### src/core/dacrc_defs.svh
// Timing counts and field constants for the dual converter controller
`ifndef DACRC_DEFS_SVH
`define DACRC_DEFS_SVH

// ****************************************
// Timing figures (ns) and derived counts
// ****************************************
`define DACRC_CLK_NS        25
`define DACRC_CONV_NS       5200
`define DACRC_QUIET_NS      400
`define DACRC_RD_LOW_NS     50
`define DACRC_RD_HIGH_NS    50
`define DACRC_SEL_SETUP_NS  500
`define DACRC_WAKE_EXT_NS   4800
`define DACRC_WAKE_INT_NS   5000000
// Least times round up
`define DACRC_CONV_CYC  ((`DACRC_CONV_NS + `DACRC_CLK_NS - 1) / `DACRC_CLK_NS)
`define DACRC_QUIET_CYC ((`DACRC_QUIET_NS + `DACRC_CLK_NS - 1) / `DACRC_CLK_NS)
`define DACRC_RDL_CYC   ((`DACRC_RD_LOW_NS + `DACRC_CLK_NS - 1) / `DACRC_CLK_NS)
`define DACRC_RDH_CYC \
	((`DACRC_RD_HIGH_NS + `DACRC_CLK_NS - 1) / `DACRC_CLK_NS)
`define DACRC_SEL_CYC \
	((`DACRC_SEL_SETUP_NS + `DACRC_CLK_NS - 1) / `DACRC_CLK_NS)
`define DACRC_WAKE_EXT_CYC \
	((`DACRC_WAKE_EXT_NS + `DACRC_CLK_NS - 1) / `DACRC_CLK_NS)
`define DACRC_WAKE_INT_CYC \
	((`DACRC_WAKE_INT_NS + `DACRC_CLK_NS - 1) / `DACRC_CLK_NS)

// ****************************************
// Data layout
// ****************************************
`define DACRC_DATA_W   14
`define DACRC_FIFO_D   8
`define DACRC_CNT_W    24

`endif

### src/core/dacrc_pkg.sv
// Types shared by the dual converter controller
package dacrc_pkg;

	// One result word as it leaves the controller
	typedef struct packed {
		logic        pair_select; // Pair that was converted
		logic        second;      // Second input of the pair
		logic [13:0] code;        // Raw 14-bit code
	} dacrc_word_t;

	// Per-conversion request from the user side
	typedef struct packed {
		logic pair_select; // Pair to convert
		logic sleep;       // Auto-sleep after this conversion
		logic read_first;  // Fetch first input result
		logic read_second; // Fetch second input result
	} dacrc_req_t;

	// Sequencer states, one-hot
	typedef enum logic [8:0] {
		DACRC_IDLE  = 9'b0_0000_0001,
		DACRC_SETUP = 9'b0_0000_0010,
		DACRC_START = 9'b0_0000_0100,
		DACRC_BUSY  = 9'b0_0000_1000,
		DACRC_CSLO  = 9'b0_0001_0000,
		DACRC_RDLO  = 9'b0_0010_0000,
		DACRC_RDHI  = 9'b0_0100_0000,
		DACRC_QUIET = 9'b0_1000_0000,
		DACRC_WAKE  = 9'b1_0000_0000
	} dacrc_state_t;

endpackage

### src/core/dacrc_fifo.sv
// Result FIFO with valid/ready on both sides
`timescale 1ns/10ps
module dacrc_fifo #(
	parameter int WIDTH = 16,
	parameter int DEPTH = 8
) (
	// Clock and reset
	input  wire logic             mclk_i,
	input  wire logic             rst_n_i,
	// Fill side
	input  wire logic             in_valid_i,
	output logic                  in_ready_o,
	input  wire logic [WIDTH-1:0] in_data_i,
	// Drain side
	output logic                  out_valid_o,
	input  wire logic             out_ready_i,
	output logic      [WIDTH-1:0] out_data_o
);
	localparam int AW = $clog2(DEPTH);

	logic [WIDTH-1:0] mem [DEPTH];
	logic [AW-1:0]    wr_ptr;
	logic [AW-1:0]    rd_ptr;
	logic [AW:0]      count;
	logic [AW-1:0]    next_wr_ptr;
	logic [AW-1:0]    next_rd_ptr;
	logic [AW:0]      next_count;
	logic             push;
	logic             pop;

	// Pointer wrap for any depth
	function automatic logic [AW-1:0] bump(input logic [AW-1:0] p);
		bump = (p == AW'(DEPTH - 1)) ? '0 : p + 1'b1;
	endfunction

	assign in_ready_o  = (count != (AW+1)'(DEPTH));
	assign out_valid_o = (count != '0);
	assign out_data_o  = mem[rd_ptr];
	assign push        = in_valid_i && in_ready_o;
	assign pop         = out_valid_o && out_ready_i;

	// Next pointers and fill level
	always_comb begin
		next_wr_ptr = push ? bump(wr_ptr) : wr_ptr;
		next_rd_ptr = pop ? bump(rd_ptr) : rd_ptr;
		next_count  = count + (AW+1)'(push) - (AW+1)'(pop);
	end

	// Storage has no reset; only the pointers matter
	always_ff @(posedge mclk_i) begin
		if (push) begin
			mem[wr_ptr] <= in_data_i;
		end
	end

	// Register pointers
	always_ff @(posedge mclk_i or negedge rst_n_i) begin
		if (!rst_n_i) begin
			wr_ptr <= '0;
			rd_ptr <= '0;
			count  <= '0;
		end else begin
			wr_ptr <= next_wr_ptr;
			rd_ptr <= next_rd_ptr;
			count  <= next_count;
		end
	end
endmodule

### src/core/dacrc_ctrl.sv
// Host-side controller that runs the dual converter over its pins
`timescale 1ns/10ps
`include "dacrc_defs.svh"

// Behaviour
// - Host holds chip-select low and pulses read twice for 14-bit results.
// - Host ends the read at least 400 ns before next start edge.
// - Host read of both results takes about 450 ns.
// - Start low at conversion end selects auto-sleep; high selects normal.
// - Host may read only one result of a pair before sleeping.
// - Pair-select changes after start rises, 500 ns before next fall.
// - Host avoids reads while busy is high.
module dacrc_ctrl
	import dacrc_pkg::*;
#(
	parameter int WAKE_CYC  = `DACRC_WAKE_INT_CYC,
	parameter int FIFO_W    = 16,
	parameter int FIFO_D    = `DACRC_FIFO_D
) (
	// Clock and reset
	input  wire logic              mclk_i,
	input  wire logic              rst_n_i,
	// User request
	input  wire logic              req_valid_i,
	input  wire dacrc_req_t        req_i,
	input  wire logic              int_ref_i,
	output logic                   req_ready_o,
	// User result stream
	output logic                   res_valid_o,
	input  wire logic              res_ready_i,
	output dacrc_word_t            res_o,
	// Converter pins
	output logic                   convert_start_n_o,
	output logic                   pair_select_o,
	output logic                   cs_n_o,
	output logic                   rd_n_o,
	input  wire logic              busy_i,
	input  wire logic [13:0]       db_i
);
	// ****************************************
	// Pin synchronisers and state
	// ****************************************
	localparam int CW = `DACRC_CNT_W;

	logic              busy_m;
	logic              busy_s;
	logic [13:0]       db_m;
	logic [13:0]       db_s;
	dacrc_state_t      state;
	dacrc_state_t      next_state;
	logic [CW-1:0]     cnt;
	logic [CW-1:0]     next_cnt;
	dacrc_req_t        cur;
	dacrc_req_t        next_cur;
	logic              second;
	logic              next_second;
	logic              asleep;
	logic              next_asleep;
	logic              cvs_n;
	logic              next_cvs_n;
	logic              sel;
	logic              next_sel;
	logic              cs_n;
	logic              next_cs_n;
	logic              rd_n;
	logic              next_rd_n;
	logic              req_rdy;
	logic              next_req_rdy;
	logic              f_valid;
	logic              f_ready;
	dacrc_word_t       f_word;
	logic              res_valid_w;
	logic [FIFO_W-1:0] res_data_w;
	logic              wait_on;

	// Two flip-flops before any logic reads a pin
	always_ff @(posedge mclk_i or negedge rst_n_i) begin
		if (!rst_n_i) begin
			busy_m <= 1'b0;
			busy_s <= 1'b0;
			db_m   <= '0;
			db_s   <= '0;
		end else begin
			busy_m <= busy_i;
			busy_s <= busy_m;
			db_m   <= db_i;
			db_s   <= db_m;
		end
	end

	// Wake time chosen by reference source
	function automatic logic [CW-1:0] wake_cnt(input logic int_ref);
		wake_cnt = int_ref ? CW'(WAKE_CYC) : CW'(`DACRC_WAKE_EXT_CYC);
	endfunction

	// Read strobes wanted for a request
	function automatic logic reads_left(input dacrc_req_t r,
		input logic sec);
		reads_left = sec ? r.read_second : (r.read_first || r.read_second);
	endfunction

	// ****************************************
	// Sequencer next state
	// ****************************************
	always_comb begin
		next_state   = state;
		next_cnt     = (cnt != '0) ? cnt - 1'b1 : cnt;
		next_cur     = cur;
		next_second  = second;
		next_asleep  = asleep;
		next_cvs_n   = cvs_n;
		next_sel     = sel;
		next_cs_n    = cs_n;
		next_rd_n    = rd_n;
		next_req_rdy = 1'b0;
		f_valid      = 1'b0;
		f_word       = '{pair_select: cur.pair_select, second: second,
			code: db_s};
		wait_on      = (cnt != '0);
		unique case (state)
			DACRC_IDLE: begin
				next_req_rdy = !asleep || cvs_n;
				if (req_valid_i && req_rdy) begin
					next_req_rdy = 1'b0;
					next_cur     = req_i;
					next_sel     = req_i.pair_select;
					next_cnt     = CW'(`DACRC_SEL_CYC);
					if (asleep) begin
						// Rising edge wakes a sleeping part
						next_cvs_n = 1'b1;
					end
					next_state = DACRC_SETUP;
				end else if (asleep) begin
					// Raise start early so wake runs while idle
					next_cvs_n = 1'b1;
				end
			end
			DACRC_SETUP: begin
				if (!wait_on) begin
					next_cvs_n = 1'b0;
					next_state = asleep ? DACRC_WAKE : DACRC_START;
					next_cnt   = asleep ? wake_cnt(int_ref_i) : '0;
				end
			end
			DACRC_WAKE: begin
				// Busy seen early means the part woke before the wake count ran out
				if (!wait_on || busy_s) begin
					next_asleep = 1'b0;
					next_state  = DACRC_START;
				end
			end
			DACRC_START: begin
				// Keep start low briefly, then release for normal mode
				if (busy_s) begin
					next_cnt   = CW'(`DACRC_CONV_CYC);
					next_cvs_n = !cur.sleep;
					next_state = DACRC_BUSY;
				end
			end
			DACRC_BUSY: begin
				// Wait for busy low; reads refused meanwhile
				if (!busy_s) begin
					next_asleep = cur.sleep;
					next_second = 1'b0;
					if (reads_left(cur, 1'b0)) begin
						next_cs_n  = 1'b0;
						next_cnt   = '0;
						next_state = DACRC_CSLO;
					end else begin
						next_cnt   = CW'(`DACRC_QUIET_CYC);
						next_state = DACRC_QUIET;
					end
				end
			end
			DACRC_CSLO: begin
				if (f_ready) begin
					next_rd_n  = 1'b0;
					next_cnt   = CW'(`DACRC_RDL_CYC + 2);
					next_state = DACRC_RDLO;
				end
			end
			DACRC_RDLO: begin
				// Extra cycles cover the data synchroniser
				if (!wait_on) begin
					// Skip storing the first when only second wanted
					f_valid   = second ? cur.read_second
						: cur.read_first;
					next_rd_n  = 1'b1;
					next_cnt   = CW'(`DACRC_RDH_CYC);
					next_state = DACRC_RDHI;
				end
			end
			DACRC_RDHI: begin
				if (!wait_on) begin
					if (!second && reads_left(cur, 1'b1)) begin
						next_second = 1'b1;
						next_state  = DACRC_CSLO;
					end else begin
						next_cs_n  = 1'b1;
						next_cnt   = CW'(`DACRC_QUIET_CYC);
						next_state = DACRC_QUIET;
					end
				end
			end
			DACRC_QUIET: begin
				if (!wait_on) begin
					next_req_rdy = !asleep;
					next_state   = DACRC_IDLE;
				end
			end
		endcase
	end

	// Register sequencer state
	always_ff @(posedge mclk_i or negedge rst_n_i) begin
		if (!rst_n_i) begin
			state   <= DACRC_IDLE;
			cnt     <= '0;
			cur     <= '0;
			second  <= 1'b0;
			asleep  <= 1'b0;
			cvs_n   <= 1'b1;
			sel     <= 1'b0;
			cs_n    <= 1'b1;
			rd_n    <= 1'b1;
			req_rdy <= 1'b0;
		end else begin
			state   <= next_state;
			cnt     <= next_cnt;
			cur     <= next_cur;
			second  <= next_second;
			asleep  <= next_asleep;
			cvs_n   <= next_cvs_n;
			sel     <= next_sel;
			cs_n    <= next_cs_n;
			rd_n    <= next_rd_n;
			req_rdy <= next_req_rdy;
		end
	end

	// ****************************************
	// Result buffer and registered outputs
	// ****************************************
	// Codes pass unchanged; coding depends on range version
	dacrc_fifo #(
		.WIDTH (FIFO_W),
		.DEPTH (FIFO_D)
	) u_fifo (
		.mclk_i      (mclk_i),
		.rst_n_i     (rst_n_i),
		.in_valid_i  (f_valid),
		.in_ready_o  (f_ready),
		.in_data_i   (f_word),
		.out_valid_o (res_valid_w),
		.out_ready_i (res_ready_i && !res_valid_o),
		.out_data_o  (res_data_w)
	);

	// Output register stage; one word per two cycles keeps it simple
	always_ff @(posedge mclk_i or negedge rst_n_i) begin
		if (!rst_n_i) begin
			res_valid_o <= 1'b0;
			res_o       <= '0;
		end else if (res_valid_o) begin
			res_valid_o <= !res_ready_i;
		end else begin
			res_valid_o <= res_valid_w && res_ready_i;
			res_o       <= res_data_w;
		end
	end

	assign convert_start_n_o = cvs_n;
	assign pair_select_o     = sel;
	assign cs_n_o            = cs_n;
	assign rd_n_o            = rd_n;
	assign req_ready_o       = req_rdy;
endmodule

### config.mk
export PLATFORM = sky130hd
export DESIGN_NAME = dacrc_ctrl
export DESIGN_NICKNAME = d
export VERILOG_FILES = /design/src/core/dacrc_pkg.sv /design/src/core/dacrc_fifo.sv /design/src/core/dacrc_ctrl.sv
export VERILOG_INCLUDE_DIRS = /design/src /design/src/core
export SDC_FILE = /design/constraint.sdc
export NUM_CORES = 1
export LEC_CHECK = 0
export BUFFER_PORTS_ARGS = -buffer_cell sky130_fd_sc_hd__buf_4
export CAP_MARGIN = 20
export CORE_ASPECT_RATIO = 1.75
export CORE_MARGIN = 2
export CORE_UTILIZATION = 53
export DETAILED_ROUTE_END_ITERATION = 8
export PLACE_DENSITY = 0.7
export SLEW_MARGIN = 20
export SYNTH_ARGS = -nofsm -noshare
export SYNTH_HDL_FRONTEND = slang
export SYNTH_SLANG_ARGS = --single-unit
### constraint.sdc
create_clock -name mclk_i -period 7.2 [get_ports mclk_i]
set_clock_uncertainty 0.05 [all_clocks]
set_input_delay 0.72 -clock mclk_i [delete_from_list [all_inputs] [get_ports mclk_i]]
set_output_delay 0.72 -clock mclk_i [all_outputs]
set_load 0.02 [all_outputs]
==> impl_metrics.env <==
export IMPL_final_max_tran_viols=0
export IMPL_path_clk_slew_ns=0.07
export IMPL_detailroute_via_count=5624
export IMPL_die_width_um=106
export IMPL_avgSynthCellArea_um2=14.7
export IMPL_max_clock_freq_mhz=274
export IMPL_layout_worst_path_cycle_share=0.506
export IMPL_detailed_place_hpwl_mm=14.1
export IMPL_period_needed_ns=3.65
export IMPL_vias_per_cell=5.91
export IMPL_cts_made_buffers=21
export IMPL_setup_tns_ns=0
export IMPL_timing_hold_worst_class="input pin to asynchronous set/reset pin"
export IMPL_cts_sinks=228
export IMPL_crit_path_end_kind="flop"
export IMPL_yosysTopAreaCellShare=0.401
export IMPL_grt_first_pass_wirelength_mm=33.0
export IMPL_cts_hold_fix_buffers=0
export IMPL_global_route_overflow_total=0
export IMPL_netlist_cell_type_count=70
export IMPL_top_fanout_value_on_the_critical_path=9
export IMPL_synth_net_count=689
export IMPL_outcome="finished clean"
export IMPL_gpl_final_weighted_congestion=0.922
export IMPL_cap_viol_max_count=0
export IMPL_antenna_found_initial=0
export IMPL_grt_setup_unrepaired="false"
export IMPL_drtAntennaViolNets=0
export IMPL_worst_ep_arrival_time_ns=3.78
export IMPL_most_common_cell_after_layout_fill_and_taps_aside="sky130_fd_sc_hd__edfxtp_1"
export IMPL_type_of_element_launching_the_critical_path="flop"
export IMPL_design_final_nets=741
export IMPL_die_height_um=182
export IMPL_core_rowCount=65
export IMPL_report_final_setup_viol=0
export IMPL_cts_setup_buffers=0
export IMPL_synth_yosys_seq_area_share=0.663
export IMPL_filler_cell_count=1359
export IMPL_power_density_nw_per_um2=310
export IMPL_synthesis_area_um2=9590
export IMPL_path_class="flop to flop"
export IMPL_fp_coreArea_um2=17900
export IMPL_grt_max_degree=68
export IMPL_crit_start="cnt[0]$_DFF_PN0_"
export IMPL_ir_drop_v=0.000208
export IMPL_start_util=0.536
export IMPL_cp_data_required_time_ns=7.34
export IMPL_drtIter0Drc=400
export IMPL_grt_pass1_vias=6010
export IMPL_io_buffers=45
export IMPL_async_flop_share=0.439
export IMPL_synthCells=652
export IMPL_final_layout_size_suffix_gt1_frac=0.220
export IMPL_p_leak_uw=0.00403
export IMPL_fin_worst_hold_slack_ns=0.123
export IMPL_yosys_top_cells_area="sky130_fd_sc_hd__edfxtp_1, sky130_fd_sc_hd__dfrtp_1, sky130_fd_sc_hd__mux4_2"
export IMPL_post_cts_resized=0
export IMPL_synth_ff_type="sky130_fd_sc_hd__edfxtp_1"
export IMPL_worstMarginPinSlew_ns=1.09
export IMPL_sequential_cell_area_um2=6350
export IMPL_clock_latency_late_sink_ns=0.49
export IMPL_cts_root_buf="sky130_fd_sc_hd__clkbuf_16"
export IMPL_slew_headroom=0.276
export IMPL_number_of_synthesized_register_bits=228
export IMPL_layout_common_cells="sky130_fd_sc_hd__edfxtp_1, sky130_fd_sc_hd__dfrtp_1, sky130_fd_sc_hd__buf_4, sky130_fd_sc_hd__nor2_1, sky130_fd_sc_hd__nand2_1"
export IMPL_multiInputGateArea_um2=3050
export IMPL_synth_warnings=0
export IMPL_cts_tree="built"
export IMPL_final_hold_violation_count=0
export IMPL_netlist_top_cell_by_area="sky130_fd_sc_hd__edfxtp_1"
export IMPL_detailedRoute_firstPassIterationCount=5
export IMPL_routed_wirelength_mm=20.3
export IMPL_cts_htree_levels=1
export IMPL_wl_per_cell_um=21.3
export IMPL_grt_total_usage=0.221
export IMPL_insertedDiodeCount=0
export IMPL_io_pins=46
export IMPL_ctsLongestPathBuffers=3
export IMPL_critical_path_reg2reg_startpoint="cnt[0]$_DFF_PN0_"
export IMPL_number_of_flops_mapped_to_enable_cells_by_yosys=128
export IMPL_die_area_um2=19200
export IMPL_area_growth_pct=14.5
export IMPL_drc_errors=0
report_power, final:
| group | switching, uW | internal, uW |
|---|---|---|
| Combinational | 321 | 315 |
| Sequential | 76.2 | 1460 |
| Clock | 466 | 764 |
| Total | 864 | 2540 |
cell families after synthesis:
family	after synthesis	synth area share
buffers and inverters	47	0.0198
adder cells (fa/ha/maj)	13	0.0178
multiplexers	61	0.108
flip-flops	228	0.663
XOR/XNOR	20	0.0183
AND/OR/NAND/NOR	189	0.110
AO/OA/AOI/OAI	94	0.0636
layer usage:
| metal | part of all wire | up-vias | GRT usage |
|---|---|---|---|
| met5 | 0 | - | 0 |
| met2 | 0.57 | 176 | 0.419 |
| met4 | 0.036 | 0 | 0.0847 |
| met1 | 0.35 | 2838 | 0.253 |
| met3 | 0.039 | 43 | 0.0215 |
| li1 | - | 2567 | - |
metrics by stage:
stage | utilization | area (um^2) | total power, uW | instances | worst slack [ns]
2_1_floorplan | - | 9590 | 2000 | 652 | 3.58
5_1_grt | 0.614 | 11000 | 3560 | 952 | 3.20
6_report | 0.614 | 11000 | 3400 | 952 | 3.55
3_3_place_gp | 0.570 | 10200 | 2190 | 915 | 3.66
3_5_place_dp | 0.570 | 10200 | 2210 | 915 | 3.56
4_1_cts | 0.614 | 11000 | 3440 | 952 | 3.54
flip-flops by register name, indices dropped and copies added, names as in the netlist, 3 cells and up:
signal / cells
cnt: 24
cur: 3
db_m: 14
db_s: 14
res_o: 16
state: 9
u_fifo.count: 4
u_fifo.mem: 128
u_fifo.rd_ptr: 3
u_fifo.wr_ptr: 3
worst max-delay path: stages (launching register included):
cell                       delay [ns]
sky130_fd_sc_hd__dfrtp_1         0.40
sky130_fd_sc_hd__inv_1           0.09
sky130_fd_sc_hd__ha_1            0.34
sky130_fd_sc_hd__nor4b_2         0.35
sky130_fd_sc_hd__nand4_4         0.16
sky130_fd_sc_hd__nor2_4          0.26
sky130_fd_sc_hd__inv_4           0.08
sky130_fd_sc_hd__nor4_4          0.48
sky130_fd_sc_hd__nand2b_2        0.18
sky130_fd_sc_hd__nor2_1          0.63
sky130_fd_sc_hd__buf_4           0.32
synth_stat cells, types with 7 or more instances:
library cell               number
sky130_fd_sc_hd__inv_1         17
sky130_fd_sc_hd__mux2i_1       19
sky130_fd_sc_hd__nand2_1       48
sky130_fd_sc_hd__edfxtp_1     128
sky130_fd_sc_hd__clkbuf_1      17
sky130_fd_sc_hd__nand3_1        9
sky130_fd_sc_hd__nor3_1        19
sky130_fd_sc_hd__xor2_1         7
sky130_fd_sc_hd__mux4_2        32
sky130_fd_sc_hd__dfrtp_1       96
sky130_fd_sc_hd__o21ai_0       30
sky130_fd_sc_hd__ha_1          12
sky130_fd_sc_hd__nand4_1       11
sky130_fd_sc_hd__xnor2_1       13
sky130_fd_sc_hd__a21oi_1       21
sky130_fd_sc_hd__mux2_2         8
sky130_fd_sc_hd__nor2_1        48
worst paths after layout:
check	endpoint	slack (ns)	depth (start not counted)
worst max-delay path	u_fifo.mem[2][0]$_DFFE_PP_	3.55	10
worst min-delay path	res_o[4]$_DFFE_PN0N_	0.12	1
worst max register to register	u_fifo.mem[2][0]$_DFFE_PP_	3.55	10
worst min register to register	busy_s$_DFF_PN0_	0.30	0
max in group asynchronous	cnt[5]$_DFF_PN0_	5.75	2
min in group mclk_i	db_m[12]$_DFF_PN0_	0.28	1
cell type report:
type / instances / area share
inverters: 18 / 0.00638
multi-input cells: 377 / 0.278
clock buffers: 22 / 0.0491
well taps: 234 / 0.0267
flip-flops and latches: 228 / 0.579
clock inverters: 15 / 0.0218
repair buffers: 58 / 0.0397
Note: power is estimated with default switching activity, not from simulation.
